--- src/pkg/scid_map.svh ---
// Timing counts, fixed points and limits of the servo command input decoder
`ifndef SCID_MAP_SVH
`define SCID_MAP_SVH
`define SCID_CLK_HZ 20000000
`define SCID_MEAS_N 10
`define SCID_MEAS_MS 200
`define SCID_MEAS_GAP_CYC ((`SCID_CLK_HZ / 1000) * `SCID_MEAS_MS / `SCID_MEAS_N)
`define SCID_STUCK_US 1000
`define SCID_STUCK_CYC ((`SCID_CLK_HZ / 1000000) * `SCID_STUCK_US)
`define SCID_DUTY_FULL 17'h08000
`define SCID_DUTY_HALF 17'h04000
`define SCID_SCALE_FRAC 12
`define SCID_DIV_LAST 5'h1F
`define SCID_CMD_MAX 32'sh00007FFF
`define SCID_CMD_MIN 32'shFFFF8001
`define SCID_MEAS_LAST 4'h9
`endif

--- src/pkg/scid_pkg.sv ---
// Types of the servo command input decoder
package scid_pkg;
    typedef enum logic [2:0] {SCID_CUR = 3'b001, SCID_VEL = 3'b010, SCID_POS = 3'b100} scid_mode_t;
    typedef enum logic [1:0] {SCID_FMT_PD = 2'h0, SCID_FMT_UD = 2'h1, SCID_FMT_QUAD = 2'h2} scid_fmt_t;
    typedef enum logic [2:0] {
        SCID_SRC_ANA = 3'h0,
        SCID_SRC_PWM = 3'h1,
        SCID_SRC_STEP = 3'h2,
        SCID_SRC_NET = 3'h3,
        SCID_SRC_SER = 3'h4,
        SCID_SRC_PROG = 3'h5
    } scid_src_t;
    typedef enum logic [1:0] {SCID_DV_IDLE = 2'b01, SCID_DV_RUN = 2'b10} scid_div_st_t;
    typedef enum logic [1:0] {SCID_MS_IDLE = 2'b01, SCID_MS_RUN = 2'b10} scid_meas_st_t;
endpackage

--- src/hw/scid_top.sv ---
// Servo command input decoder top: PWM, step and analog command paths
// Contract
// - PWM duty drives current command in current mode, velocity in velocity mode.
// - One-wire: half duty gives zero, above positive, below negative, proportionally.
// - One-wire invert option negates the command.
// - Two-wire: magnitude linear from zero to full scale, sign from polarity.
// - Two-wire invert maps rising duty to falling magnitude.
// - Stuck protection turns a constant low or high input into zero.
// - Position mode takes two step inputs in a selectable format.
// - Every step format has a sign reversal option.
// - Pulse/direction: each pulse is one step, signed by direction level.
// - Counting edge selectable rising or falling for pulse and up/down.
// - Up/down: first input adds a step, second subtracts one.
// - Quadrature: motion and direction from A/B phase relation.
// - Decoded steps are multiplied by the gearing ratio.
// - Zero acceleration limit bypasses smoothing for analog or step sources.
// - Zero acceleration limit inhibits motion for network, serial, program sources.
// - Samples within dead band give zero; others lose band width, keep sign.
// - Analog command equals sample times programmable scale factor.
// - Signed offset is added to each sample before conditioning.
// - Measure averages ten samples spread over about 200 ms.
// - Monitored analog value is after offset and dead band.
// - Analog position latches input at enable, moves by later changes.
`timescale 1ns/1ps
`include "scid_map.svh"
module scid_top
    import scid_pkg::*;
#(
    parameter int MEAS_GAP_CYC = `SCID_MEAS_GAP_CYC,
    parameter int STUCK_CYC = `SCID_STUCK_CYC
) (
    input wire logic CORE_CLK,
    input wire logic ARST_N,
    input wire logic PWM_IN_PIN,
    input wire logic PWM_DIR_PIN,
    input wire logic STEP_A_PIN,
    input wire logic STEP_B_PIN,
    input scid_mode_t CTRL_MODE,
    input scid_src_t CMD_SRC,
    input wire logic PWM_TWO_WIRE,
    input wire logic PWM_INVERT,
    input wire logic PWM_STUCK_PROT,
    input scid_fmt_t STEP_FMT,
    input wire logic STEP_FALL_EDGE,
    input wire logic STEP_INVERT,
    input wire logic [15:0] GEAR_RATIO,
    input wire logic [15:0] ACCEL_LIMIT,
    input wire logic DRIVE_EN,
    input wire logic signed [15:0] ANA_SAMPLE,
    input wire logic ANA_VALID,
    input wire logic signed [15:0] ANA_OFFSET,
    input wire logic [15:0] ANA_DEADBAND,
    input wire logic [15:0] ANA_SCALE,
    input wire logic MEAS_START,
    output logic signed [15:0] CUR_CMD,
    output logic signed [15:0] VEL_CMD,
    output logic signed [31:0] POS_CMD,
    output logic signed [15:0] ANA_MON,
    output logic signed [15:0] MEAS_AVG,
    output logic MEAS_BUSY,
    output logic MEAS_DONE,
    output logic TRAJ_BYPASS,
    output logic MOTION_INHIBIT
);
    function automatic logic signed [15:0] sat16(input logic signed [31:0] v);
        if (v > `SCID_CMD_MAX) begin
            return 16'sh7FFF;
        end else if (v < `SCID_CMD_MIN) begin
            return 16'sh8001;
        end
        return v[15:0];
    endfunction

    function automatic logic signed [31:0] scale_val(input logic signed [16:0] v, input logic [15:0] s);
        logic signed [33:0] p;
        p = v * $signed({1'b0, s});
        return 32'(p >>> `SCID_SCALE_FRAC);
    endfunction

    // Pin synchronisers: bit 0 PWM, 1 direction, 2 step A, 3 step B
    logic [3:0] sync1_reg, sync1_next, sync2_reg, sync2_next;

    always_comb begin
        sync1_next = {STEP_B_PIN, STEP_A_PIN, PWM_DIR_PIN, PWM_IN_PIN};
        sync2_next = sync1_reg;
    end

    always_ff @(posedge CORE_CLK or negedge ARST_N) begin
        if (!ARST_N) begin
            sync1_reg <= 4'h0;
            sync2_reg <= 4'h0;
        end else begin
            sync1_reg <= sync1_next;
            sync2_reg <= sync2_next;
        end
    end

    logic [16:0] duty;
    logic duty_vld, stuck_hi, stuck_lo, step_up, step_dn;

    scid_pwm_meas #(.STUCK_CYC(STUCK_CYC)) u_pwm (
        .clk(CORE_CLK),
        .arst_n(ARST_N),
        .pin(sync2_reg[0]),
        .duty(duty),
        .duty_vld(duty_vld),
        .stuck_hi(stuck_hi),
        .stuck_lo(stuck_lo)
    );

    scid_step_dec u_step (
        .clk(CORE_CLK),
        .arst_n(ARST_N),
        .a(sync2_reg[2]),
        .b(sync2_reg[3]),
        .fmt(STEP_FMT),
        .fall_sel(STEP_FALL_EDGE),
        .up(step_up),
        .dn(step_dn)
    );

    // PWM command from the latest measured duty
    logic [16:0] duty_eff, mag2;
    logic signed [31:0] pwm_raw;
    logic signed [15:0] pwm_cmd;

    always_comb begin
        // A stuck line has no periods to measure; take it as 0 or 100 percent
        duty_eff = stuck_hi ? `SCID_DUTY_FULL : (stuck_lo ? 17'h00000 : duty);
        mag2 = PWM_INVERT ? `SCID_DUTY_FULL - duty_eff : duty_eff;
        if (PWM_TWO_WIRE) begin
            pwm_raw = sync2_reg[1] ? -32'(mag2) : 32'(mag2);
        end else begin
            pwm_raw = 32'({duty_eff, 1'b0}) - 32'(`SCID_DUTY_FULL);
            pwm_raw = PWM_INVERT ? -pwm_raw : pwm_raw;
        end
        if (PWM_STUCK_PROT && (stuck_hi || stuck_lo)) begin
            pwm_raw = 32'sh00000000;
        end
        pwm_cmd = sat16(pwm_raw);
    end

    // Analog conditioning: offset, dead band, scale
    logic signed [31:0] ana_off32, ana_mag, ana_rem;
    logic signed [15:0] ana_sat, ana_db;
    logic signed [15:0] ana_mon_reg, ana_mon_next, ana_cmd_reg, ana_cmd_next, ana_last_reg, ana_last_next;

    always_comb begin
        ana_off32 = 32'(ANA_SAMPLE) + 32'(ANA_OFFSET);
        ana_sat = sat16(ana_off32);
        ana_mag = ana_sat[15] ? -32'(ana_sat) : 32'(ana_sat);
        ana_rem = ana_mag - 32'({16'h0000, ANA_DEADBAND});
        if (ana_rem <= 32'sh00000000) begin
            ana_db = 16'sh0000;
        end else begin
            ana_db = sat16(ana_sat[15] ? -ana_rem : ana_rem);
        end
        ana_mon_next = ANA_VALID ? ana_db : ana_mon_reg;
        ana_cmd_next = ANA_VALID ? sat16(scale_val(17'(ana_db), ANA_SCALE)) : ana_cmd_reg;
        ana_last_next = ANA_VALID ? ANA_SAMPLE : ana_last_reg;
    end

    always_ff @(posedge CORE_CLK or negedge ARST_N) begin
        if (!ARST_N) begin
            ana_mon_reg <= 16'sh0000;
            ana_cmd_reg <= 16'sh0000;
            ana_last_reg <= 16'sh0000;
        end else begin
            ana_mon_reg <= ana_mon_next;
            ana_cmd_reg <= ana_cmd_next;
            ana_last_reg <= ana_last_next;
        end
    end

    // Current, velocity, position commands and smoothing flags
    logic signed [15:0] cur_reg, cur_next, vel_reg, vel_next, src_cmd, base_reg, base_next;
    logic signed [31:0] pos_reg, pos_next, anchor_reg, anchor_next;
    logic en_q_reg, en_q_next, bypass_reg, bypass_next, inhibit_reg, inhibit_next;
    logic up_i, dn_i, accel_zero, src_local;

    always_comb begin
        case (CMD_SRC)
            SCID_SRC_PWM: src_cmd = pwm_cmd;
            SCID_SRC_ANA: src_cmd = ana_cmd_reg;
            default: src_cmd = 16'sh0000;
        endcase
        cur_next = (CTRL_MODE == SCID_CUR) ? src_cmd : 16'sh0000;
        vel_next = (CTRL_MODE == SCID_VEL) ? src_cmd : 16'sh0000;
        accel_zero = ACCEL_LIMIT == 16'h0000;
        src_local = CMD_SRC == SCID_SRC_ANA || CMD_SRC == SCID_SRC_PWM || CMD_SRC == SCID_SRC_STEP;
        bypass_next = accel_zero && src_local;
        inhibit_next = accel_zero && !src_local;
        up_i = STEP_INVERT ? step_dn : step_up;
        dn_i = STEP_INVERT ? step_up : step_dn;
        en_q_next = DRIVE_EN;
        pos_next = pos_reg;
        anchor_next = anchor_reg;
        base_next = base_reg;
        if (CTRL_MODE == SCID_POS && CMD_SRC == SCID_SRC_STEP) begin
            if (up_i) begin
                pos_next = pos_reg + 32'({16'h0000, GEAR_RATIO});
            end else if (dn_i) begin
                pos_next = pos_reg - 32'({16'h0000, GEAR_RATIO});
            end
        end else if (CTRL_MODE == SCID_POS && CMD_SRC == SCID_SRC_ANA) begin
            if (DRIVE_EN && !en_q_reg) begin
                base_next = ana_mon_reg;
                anchor_next = pos_reg;
            end else if (DRIVE_EN) begin
                // Relative move: scaled change since the enable snapshot
                pos_next = anchor_reg + scale_val(17'(ana_mon_reg) - 17'(base_reg), ANA_SCALE);
            end
        end
    end

    always_ff @(posedge CORE_CLK or negedge ARST_N) begin
        if (!ARST_N) begin
            cur_reg <= 16'sh0000;
            vel_reg <= 16'sh0000;
            pos_reg <= 32'sh00000000;
            anchor_reg <= 32'sh00000000;
            base_reg <= 16'sh0000;
            en_q_reg <= 1'b0;
            bypass_reg <= 1'b0;
            inhibit_reg <= 1'b0;
        end else begin
            cur_reg <= cur_next;
            vel_reg <= vel_next;
            pos_reg <= pos_next;
            anchor_reg <= anchor_next;
            base_reg <= base_next;
            en_q_reg <= en_q_next;
            bypass_reg <= bypass_next;
            inhibit_reg <= inhibit_next;
        end
    end

    // Measure: ten samples, one per gap, averaged
    scid_meas_st_t ms_st_reg, ms_st_next;
    logic [19:0] gap_reg, gap_next;
    logic [3:0] ms_n_reg, ms_n_next;
    logic signed [19:0] sum_reg, sum_next, sum_add;
    logic signed [15:0] avg_reg, avg_next;
    logic done_reg, done_next;

    always_comb begin
        ms_st_next = ms_st_reg;
        gap_next = gap_reg;
        ms_n_next = ms_n_reg;
        sum_next = sum_reg;
        avg_next = avg_reg;
        done_next = 1'b0;
        sum_add = sum_reg + 20'(ana_last_reg);
        case (ms_st_reg)
            SCID_MS_IDLE: begin
                if (MEAS_START) begin
                    gap_next = 20'h00000;
                    ms_n_next = 4'h0;
                    sum_next = 20'sh00000;
                    ms_st_next = SCID_MS_RUN;
                end
            end
            SCID_MS_RUN: begin
                if (gap_reg == 20'h00000) begin
                    sum_next = sum_add;
                    ms_n_next = ms_n_reg + 4'h1;
                    gap_next = 20'(MEAS_GAP_CYC - 1);
                    if (ms_n_reg == `SCID_MEAS_LAST) begin
                        avg_next = 16'(sum_add / 20'sd10);
                        done_next = 1'b1;
                        ms_st_next = SCID_MS_IDLE;
                    end
                end else begin
                    gap_next = gap_reg - 20'h00001;
                end
            end
            default: ms_st_next = SCID_MS_IDLE;
        endcase
    end

    always_ff @(posedge CORE_CLK or negedge ARST_N) begin
        if (!ARST_N) begin
            ms_st_reg <= SCID_MS_IDLE;
            gap_reg <= 20'h00000;
            ms_n_reg <= 4'h0;
            sum_reg <= 20'sh00000;
            avg_reg <= 16'sh0000;
            done_reg <= 1'b0;
        end else begin
            ms_st_reg <= ms_st_next;
            gap_reg <= gap_next;
            ms_n_reg <= ms_n_next;
            sum_reg <= sum_next;
            avg_reg <= avg_next;
            done_reg <= done_next;
        end
    end

    assign CUR_CMD = cur_reg;
    assign VEL_CMD = vel_reg;
    assign POS_CMD = pos_reg;
    assign ANA_MON = ana_mon_reg;
    assign MEAS_AVG = avg_reg;
    assign MEAS_BUSY = ms_st_reg[1];
    assign MEAS_DONE = done_reg;
    assign TRAJ_BYPASS = bypass_reg;
    assign MOTION_INHIBIT = inhibit_reg;

    logic pwm_cur, pwm_clean;
    assign pwm_cur = CTRL_MODE == SCID_CUR && CMD_SRC == SCID_SRC_PWM;
    assign pwm_clean = !stuck_hi && !stuck_lo;
endmodule // scid_top

--- src/hw/scid_pwm_meas.sv ---
// PWM input duty measurement with serial divider and stuck-level detection
`timescale 1ns/1ps
`include "scid_map.svh"
module scid_pwm_meas
    import scid_pkg::*;
#(
    parameter int STUCK_CYC = `SCID_STUCK_CYC
) (
    input wire logic clk,
    input wire logic arst_n,
    input wire logic pin,
    output logic [16:0] duty,
    output logic duty_vld,
    output logic stuck_hi,
    output logic stuck_lo
);
    logic pin_q_reg, pin_q_next;
    logic [15:0] hi_cnt_reg, hi_cnt_next, per_cnt_reg, per_cnt_next, hi_lat_reg, hi_lat_next;
    logic [15:0] den_reg, den_next;
    logic [19:0] idle_reg, idle_next;
    logic [31:0] num_reg, num_next, quo_reg, quo_next;
    logic [16:0] rem_reg, rem_next, rem_sh;
    logic [4:0] step_reg, step_next;
    logic [16:0] duty_reg, duty_next;
    logic vld_reg, vld_next;
    scid_div_st_t st_reg, st_next;
    logic rise, fall, stuck;

    always_comb begin
        rise = pin & ~pin_q_reg;
        fall = ~pin & pin_q_reg;
        stuck = idle_reg >= 20'(STUCK_CYC);
        pin_q_next = pin;
        hi_cnt_next = rise ? 16'h0001 : ((pin && hi_cnt_reg != 16'hFFFF) ? hi_cnt_reg + 16'h0001 : hi_cnt_reg);
        per_cnt_next = rise ? 16'h0001 : ((per_cnt_reg != 16'hFFFF) ? per_cnt_reg + 16'h0001 : per_cnt_reg);
        hi_lat_next = fall ? hi_cnt_reg : hi_lat_reg;
        idle_next = (rise | fall) ? 20'h00000 : (stuck ? idle_reg : idle_reg + 20'h00001);
        st_next = st_reg;
        num_next = num_reg;
        den_next = den_reg;
        rem_next = rem_reg;
        quo_next = quo_reg;
        step_next = step_reg;
        duty_next = duty_reg;
        vld_next = 1'b0;
        rem_sh = {rem_reg[15:0], num_reg[31]};
        case (st_reg)
            SCID_DV_IDLE: begin
                // Duty of the period just closed, as high time over period in Q15
                if (rise && !stuck && per_cnt_reg != 16'h0000) begin
                    num_next = {1'b0, hi_lat_reg, 15'h0000};
                    den_next = per_cnt_reg;
                    rem_next = 17'h00000;
                    quo_next = 32'h00000000;
                    step_next = 5'h00;
                    st_next = SCID_DV_RUN;
                end
            end
            SCID_DV_RUN: begin
                num_next = {num_reg[30:0], 1'b0};
                if (rem_sh >= {1'b0, den_reg}) begin
                    rem_next = rem_sh - {1'b0, den_reg};
                    quo_next = {quo_reg[30:0], 1'b1};
                end else begin
                    rem_next = rem_sh;
                    quo_next = {quo_reg[30:0], 1'b0};
                end
                step_next = step_reg + 5'h01;
                if (step_reg == `SCID_DIV_LAST) begin
                    duty_next = quo_next[16:0];
                    vld_next = 1'b1;
                    st_next = SCID_DV_IDLE;
                end
            end
            default: st_next = SCID_DV_IDLE;
        endcase
    end

    always_ff @(posedge clk or negedge arst_n) begin
        if (!arst_n) begin
            pin_q_reg <= 1'b0;
            hi_cnt_reg <= 16'h0000;
            per_cnt_reg <= 16'h0000;
            hi_lat_reg <= 16'h0000;
            idle_reg <= 20'h00000;
            st_reg <= SCID_DV_IDLE;
            num_reg <= 32'h00000000;
            den_reg <= 16'h0000;
            rem_reg <= 17'h00000;
            quo_reg <= 32'h00000000;
            step_reg <= 5'h00;
            duty_reg <= `SCID_DUTY_HALF;
            vld_reg <= 1'b0;
        end else begin
            pin_q_reg <= pin_q_next;
            hi_cnt_reg <= hi_cnt_next;
            per_cnt_reg <= per_cnt_next;
            hi_lat_reg <= hi_lat_next;
            idle_reg <= idle_next;
            st_reg <= st_next;
            num_reg <= num_next;
            den_reg <= den_next;
            rem_reg <= rem_next;
            quo_reg <= quo_next;
            step_reg <= step_next;
            duty_reg <= duty_next;
            vld_reg <= vld_next;
        end
    end

    assign duty = duty_reg;
    assign duty_vld = vld_reg;
    assign stuck_hi = stuck & pin_q_reg;
    assign stuck_lo = stuck & ~pin_q_reg;
endmodule // scid_pwm_meas

--- src/hw/scid_step_dec.sv ---
// Step input decoder for pulse/direction, up/down and quadrature formats
`timescale 1ns/1ps
module scid_step_dec
    import scid_pkg::*;
(
    input wire logic clk,
    input wire logic arst_n,
    input wire logic a,
    input wire logic b,
    input scid_fmt_t fmt,
    input wire logic fall_sel,
    output logic up,
    output logic dn
);
    logic a_q_reg, a_q_next, b_q_reg, b_q_next;
    logic ea, eb, ca, cb;

    always_comb begin
        a_q_next = a;
        b_q_next = b;
        ca = a ^ a_q_reg;
        cb = b ^ b_q_reg;
        ea = fall_sel ? (a_q_reg & ~a) : (a & ~a_q_reg);
        eb = fall_sel ? (b_q_reg & ~b) : (b & ~b_q_reg);
        up = 1'b0;
        dn = 1'b0;
        case (fmt)
            SCID_FMT_PD: begin
                up = ea & b;
                dn = ea & ~b;
            end
            SCID_FMT_UD: begin
                // Coincident up and down pulses cancel
                up = ea & ~eb;
                dn = eb & ~ea;
            end
            SCID_FMT_QUAD: begin
                up = (ca ^ cb) & (a ^ b_q_reg);
                dn = (ca ^ cb) & ~(a ^ b_q_reg);
            end
            default: begin
                up = 1'b0;
                dn = 1'b0;
            end
        endcase
    end

    always_ff @(posedge clk or negedge arst_n) begin
        if (!arst_n) begin
            a_q_reg <= 1'b0;
            b_q_reg <= 1'b0;
        end else begin
            a_q_reg <= a_q_next;
            b_q_reg <= b_q_next;
        end
    end
endmodule // scid_step_dec

--- config.mk ---
export PLATFORM = sky130hd
export DESIGN_NAME = scid_top
export DESIGN_NICKNAME = d
export VERILOG_FILES = /design/src/pkg/scid_pkg.sv /design/src/hw/scid_top.sv /design/src/hw/scid_pwm_meas.sv /design/src/hw/scid_step_dec.sv
export VERILOG_INCLUDE_DIRS = /design/src /design/src/pkg
export SDC_FILE = /design/constraint.sdc
export NUM_CORES = 2
export LEC_CHECK = 0
export ABC_AREA = 1
export BUFFER_PORTS_ARGS = -buffer_cell sky130_fd_sc_hd__buf_2
export CAP_MARGIN = 20
export CORE_MARGIN = 3
export CORE_UTILIZATION = 60
export CTS_BUF_LIST = sky130_fd_sc_hd__clkbuf_8
export CTS_CLUSTER_DIAMETER = 40
export CTS_CLUSTER_SIZE = 8
export DETAILED_ROUTE_END_ITERATION = 7
export GPL_TIMING_DRIVEN = 0
export PLACE_DENSITY = 0.76
export SLEW_MARGIN = 30
export SYNTH_ARGS = -nofsm -noshare
export SYNTH_HDL_FRONTEND = slang
export SYNTH_SLANG_ARGS = --single-unit
export TNS_END_PERCENT = 1
--- constraint.sdc ---
create_clock -name CORE_CLK -period 16.68 [get_ports CORE_CLK]
set_input_delay 0.834 -clock CORE_CLK [delete_from_list [all_inputs] [get_ports CORE_CLK]]
set_output_delay 0.834 -clock CORE_CLK [all_outputs]
set_load 0.05 [all_outputs]
### After elaboration in Yosys (flattened, before gate mapping)

Cells that the tools add are included.

| operators by class | value |
|---|---|
| add/sub/neg operators | 20 |
| multipliers | 2 |
| div/mod/pow operators | 1 |
| $lt $le $gt $ge | 11 |
| equal/unequal tests | 23 |
| shifts and indexed selects | 0 |
| muxes and demuxes | 80 |
| bitwise gates (word level) | 29 |
| reduce and logical (&&, ||, !) cells | 36 |

Operator list:

| operator | number |
|---|---|
| two-way mux 32 bit | 13 |
| two-way mux 16 bit | 22 |
| two-way mux 20 bit | 5 |
| one-hot mux 16 bit (2 select lines) | 3 |
| one-hot mux 20 bit (2 select lines) | 2 |
| > comparator 32 x 16 -> 1 bit, second input constant | 2 |
| < comparator 32 x 16 -> 1 bit, second input constant | 2 |
| one-hot mux 32 bit (2 select lines) | 1 |
| subtractor 32 x 16 -> 32 bit | 2 |
| two-way mux 17 bit | 3 |
| multiplier 17 x 17 -> 34 bit | 1 |
| multiplier 16 x 17 -> 33 bit | 1 |
| adder 16 x 1 -> 16 bit, second input constant | 2 |
| adder 32 x 16 -> 32 bit | 1 |
| adder 32 x 22 -> 32 bit | 1 |
| less-or-equal comparator 32 x 1 -> 1 bit, second input constant | 1 |
| != test 16 bit, second input constant | 2 |
| negator 16 -> 32 bit | 1 |
| negator 17 -> 32 bit | 1 |
| negator 19 -> 32 bit | 1 |
| negator 32 bit | 1 |
| > comparator 21 x 16 -> 1 bit, second input constant | 1 |
| < comparator 21 x 16 -> 1 bit, second input constant | 1 |
| adder 20 x 1 -> 20 bit, second input constant | 1 |
| other kinds (48) | 131 |

| word-level totals | value |
|---|---|
| flip-flop bits (word level) | 409 |
| bits in latches | 0 |
| memory bits (writable) | 0 |
| memory bits (read-only) | 0 |
| bits of input ports | 118 |
| output and inout bits | 100 |
| word-level logic and storage cells | 235 |
| memories | 0 |

### Logic depth before layout (Yosys ltp)

| depth | value |
|---|---|
| depth in word-level cells | 21 |
| gate-level depth with buffers | 103 |
| mapped depth without buffers | 103 |

### Modules after synthesis

A second synthesis with hierarchy kept.

| unflattened totals | value |
|---|---|
| cell total of the unflattened synthesis | 6253 |
| area, all modules | 46861.2 µm² |

Modules (own cells, without submodules):

| module | times used | cells each | area an instance (µm²) |
|---|---|---|---|
| scid_top | 1 | 5069 | 38069.0 |
| scid_pwm_meas | 1 | 1139 | 8526.9 |
| scid_step_dec | 1 | 45 | 265.3 |

### Least setup slack after synthesis

No wires, ideal clock.

| path | value |
|---|---|
| kind | input to register |
| start point | in ANA_SAMPLE[0] |
| end point | reg ana_cmd_reg[10] |
| setup time | 0.140 ns |
| arrival time | 14.544 ns |
| required time | 16.540 ns |
| path slack | 1.997 ns |
| cell stages on the path | 86 |
| cells stage by stage | ha_1 fa_1 a21oi_1 o21bai_1 a21oi_1 o21bai_1 nand2_1 nand2_1 nand2_1 nand2_1 a21oi_1 inv_1 a21oi_1 o21a_1 o21ai_0 a21oi_1 nor2_1 nor2_1 [50 not listed] o21bai_1 a21o_1 a21oi_1 inv_1 a21oi_1 o21ai_0 nand3_1 nand2_1 nand2_1 nand2_1 nand4_1 o211ai_1 xor2_1 nor3_1 a21oi_1 nor2_1 clkbuf_1 a22oi_1 |

| between the ends | value |
|---|---|
| word-level cells in the longest chain between the ends | 21 |
| elaborated cells between the ends (all ways) | 28 |
| classes of those cells | add/sub (4); mul (1); order compare (7); mux (16) |

Ends and longest elaborated chain:

| what | line | RTL |
|---|---|---|
| from (decl) | scid_top.sv:49 | `input wire logic signed [15:0] ANA_SAMPLE,` |
| adder 16 x 16 -> 17 bit (*) | scid_top.sv:149 | `ana_off32 = 32'(ANA_SAMPLE) + 32'(ANA_OFFSET);` |
| < comparator 17 x 16 -> 1 bit (no source line) | -- |  |
| two-way mux 1 bit | scid_top.sv:68 | `` end else if (v < `SCID_CMD_MIN) begin `` |
| two-way mux 1 bit | scid_top.sv:66 | `` if (v > `SCID_CMD_MAX) begin `` |
| two-way mux 16 bit (*) | scid_top.sv:71 | `return v[15:0];` |
| negator 16 -> 32 bit | scid_top.sv:151 | `ana_mag = ana_sat[15] ? -32'(ana_sat) : 32'(ana_sat);` |
| two-way mux 32 bit | scid_top.sv:151 |  |
| subtractor 32 x 16 -> 32 bit | scid_top.sv:152 | `ana_rem = ana_mag - 32'({16'h0000, ANA_DEADBAND});` |
| [5 not listed] | -- |  |
| two-way mux 1 bit | scid_top.sv:153 | `if (ana_rem <= 32'sh00000000) begin` |
| two-way mux 16 bit | scid_top.sv:71 |  |
| two-way mux 16 bit (*) | scid_top.sv:153 |  |
| multiplier 16 x 17 -> 33 bit (*) | scid_top.sv:76 | `p = v * $signed({1'b0, s});` |
| < comparator 21 x 16 -> 1 bit (no source line) | -- |  |
| two-way mux 1 bit | scid_top.sv:68 |  |
| two-way mux 1 bit | scid_top.sv:66 |  |
| two-way mux 16 bit (*) | scid_top.sv:71 |  |
| to (signal assigned) | scid_top.sv:170 | `ana_cmd_reg <= ana_cmd_next;` |
| to (decl) | scid_top.sv:146 | `logic signed [15:0] ana_mon_reg, ana_mon_next, ana_cmd_reg, ana_cmd_next, ana_last_reg, ana_last_next;` |

Every way passes the cells marked *; elsewhere a longest branch is shown, timed or not. The select of a mux whose other input is x is not followed.
A chain may end at the register's enable or synchronous reset.

### Worst setup path after layout

| path | value |
|---|---|
| start point | in ANA_SAMPLE[2] |
| end point | reg ana_cmd_reg[8] |

The elaborated chain is that of the path after synthesis.

==> results.toml <==
[outcome]
outcome = "finished clean"

[worst_hold_path]
hp-class = "in2async"

[layout]
layout_common_cells = "inv_1 (1197), nand2_1 (1176), nor2_1 (505), fa_1 (477), dfrtp_1 (391)"
syn2layout_area_growth_pct = 9.206
layout.cells.non_filler = 7257
drive_above_1_share_pct = 9.341
final_common_cell = "inv_1"
nFillCells = 6427
design_area_um2 = 49930
fin_nets = 7204
ff_latch_area_um2 = 9863
multi_input_area_um2 = 30710

[sta]
fin_crit_ns = 15.47
max-slew-margin-rel_pct = 35.15
finalMaxSlewViolations = 0
fin_skew_ns = 0.03400
worstMarginPinSlew_ns = 0.9727
fin_crit_sh_pct = 92.73
final-setup-viol-count = 0
final.setup.tns_ns = 0
max_clock_freq_ghz = 0.06465
hold_viol = 0

[critical_path]
crit_type = "in2reg"
cp_common_cell = "a21oi_1"
worst_path_largest_cell_delay_ns = 0.55
cp.required_ns = 17.23
worst_setup_path_end_kind = "flop"
cp_slowest_cell = "fa_1"
reg2regPathDepth = 85
start_kind = "primary input"
cp_top_family = "compound AO/OA/AOI/OAI gates"
worstPathArrival_ns = 16.01
critical_path.max_fanout = 10
cp_num_buf_inv = 15
path_depth = 85

[placement]
dp_hpwl_mm = 95.82
place_area_um2 = 48090
numPlacedInstances = 7110
place_congestion = 0.9545
portBuffers = 205

[synthesis]
netlist-cell-type-count = 70
synth_top_cell_area_share_pct = 21.40
syn_avg_cell_area_um2 = 7.709
synth_ff_type = "dfrtp_1"
synth.top_cells.by_area = "dfrtp_1 (21%), fa_1 (21%), ha_1 (10%)"
ys_ff_latch = 394
syn_area_um2 = 45720
async_flop_share_pct = 100.0
yosys_warnings = 0
yosys.area.top_type = "dfrtp_1"
ys_seq_area_share_pct = 21.57
synth_nets = 6905
synth_edf_count = 0
synthCells = 5931

[clock_network]
clk_latency_ns = 0.69
tritoncts = "built"
clk_path_buf_depth = 3
cts_buffers = 76
cts.sinks = 394
htreeDepth = 3
ctsHoldBuffers = 0
cts-root-buf = "clkbuf_8"
clkSlewWorstSetupHoldPaths_ns = 0.06

[floorplan]
die_height_um = 282.0
rows = 100
pin_count = 218
coreArea_um2 = 74950
fp.dieW_um = 282.0
die_area_um2 = 79550
start_util_pct = 61.01

[routing]
wirelength_mm = 119.4
routedWlPerCell_um = 16.45
viasPerCell = 5.490
drc_errors = 0
drtAntennaViolNets = 0
vias = 39840
drtIter0Drc = 2591
dr.pass1.iters = 6

[grt]
antenna_found_initial = 9
grt_pass1_vias = 39360
grt_pass1_wl_mm = 194.9
grt_usage_pct = 30.50
grt-ovfl-total = 0
grt_max_degree = 87

[job]
cap_violations = 0
layer usage:
metal / share of wire, % / up-vias / GRT usage (%)
met5: 0.049 / - / 0
met4: 4.3 / 8 / 12.58
met3: 8.0 / 306 / 6.273
met2: 46 / 1298 / 49.87
met1: 42 / 19080 / 39.84
li1: - / 19150 / -
cell families (layout without fill, tap and decap cells):
logic type / Yosys count / count (layout) / synth area share, %
flip-flops: 394 / 394 / 21.57
AO/OA/AOI/OAI: 859 / 859 / 10.62
AND/OR/NAND/NOR: 2187 / 2187 / 20.36
XOR/XNOR: 205 / 205 / 3.927
adder cells (fa/ha/maj): 856 / 856 / 31.26
other: 1 / 5 / 0.008202
buffers and inverters: 1400 / 1753 / 11.55
multiplexers: 29 / 29 / 0.7115
synth_stat cells (4+ instances only):
library cell	number
a211oi_1	11
a21o_1	7
a21oi_1	310
a22oi_1	20
a31oi_1	40
a41oi_1	10
and2_1	5
buf_1	5
clkbuf_1	151
clkinv_1	21
dfrtp_1	391
fa_1	477
ha_1	379
inv_1	1187
inv_2	31
mux2_2	28
nand2_1	1180
nand2_2	65
nand2_4	15
nand3_1	191
nand3_2	15
nand3b_1	7
nand4_1	53
nor2_1	509
nor3_1	79
nor4_1	24
o211ai_1	31
o21a_1	4
o21ai_0	318
o21ai_1	13
o21bai_1	20
o221ai_1	11
o22ai_1	25
o31ai_1	8
or2_2	28
xnor2_1	72
xor2_1	133
worst register-to-register path: cells and delay by family (launching register included):
family / cells / cell delay, ns
compound gates: 35 / 5.60
xor+xnor: 2 / 0.35
fa+ha+maj: 7 / 3.05
buf+inv: 23 / 2.10
flops: 1 / 0.47
simple gates: 18 / 2.25
path summary, 6_finish.rpt:
path	start	end	slack [ns]
worst max-delay path	ANA_SAMPLE[2]	ana_cmd_reg[8]$_DFFE_PN0P_	1.21
worst min-delay path	ARST_N	POS_CMD[3]$_DFFE_PN0P_	0.11
worst max register to register	ANA_MON[2]$_DFFE_PN0P_	POS_CMD[31]$_DFFE_PN0P_	2.75
worst min register to register	sync1_reg[3]$_DFF_PN0_	sync2_reg[3]$_DFF_PN0_	0.34
max in group asynchronous	ARST_N	u_pwm.st_reg[0]$_DFFE_PN1P_	14.80
min in group CORE_CLK	PWM_DIR_PIN	sync1_reg[1]$_DFF_PN0_	0.24
layout make-up:
| type | count | share of cell area (%) |
|---|---|---|
| Antenna cell | 4 | 0.02005 |
| Buffer | 156 | 1.255 |
| Clock buffer | 84 | 2.315 |
| Clock inverter | 48 | 0.8294 |
| Inverter | 1240 | 9.364 |
| Multi-Input combinational cell | 4137 | 61.51 |
| Sequential cell | 394 | 19.75 |
| Tap cell | 969 | 2.428 |
| Timing Repair Buffer | 223 | 2.506 |
| Timing Repair inverter | 2 | 0.02005 |
metrics by stage:
| stage | hold WS [ns] | utilization (%) | worst slack, ns |
|---|---|---|---|
| after floorplan | 0.3312 | - | 1.997 |
| after global placement | 0.3347 | 63.99 | -0.5504 |
| after detailed placement | 0.3347 | 64.17 | -1.021 |
| after CTS | 0.1099 | 66.27 | 0.03412 |
| after global routing | 0.1494 | 66.62 | -0.02867 |
| final | 0.1056 | 66.62 | 1.213 |
repair_timing:
item / 4_1_cts / 5_1_grt
gates resized for setup: 4 / 57
setup endpoints to repair: 10 / 16
pin swaps: 0 / 1
hold endpoints to repair: 0 / 0
setup buffers: 0 / 13
gates cloned: 0 / 2
Power is not shown: default switching activity piles up to over one toggle a cycle in this logic, so the estimate is an artifact.
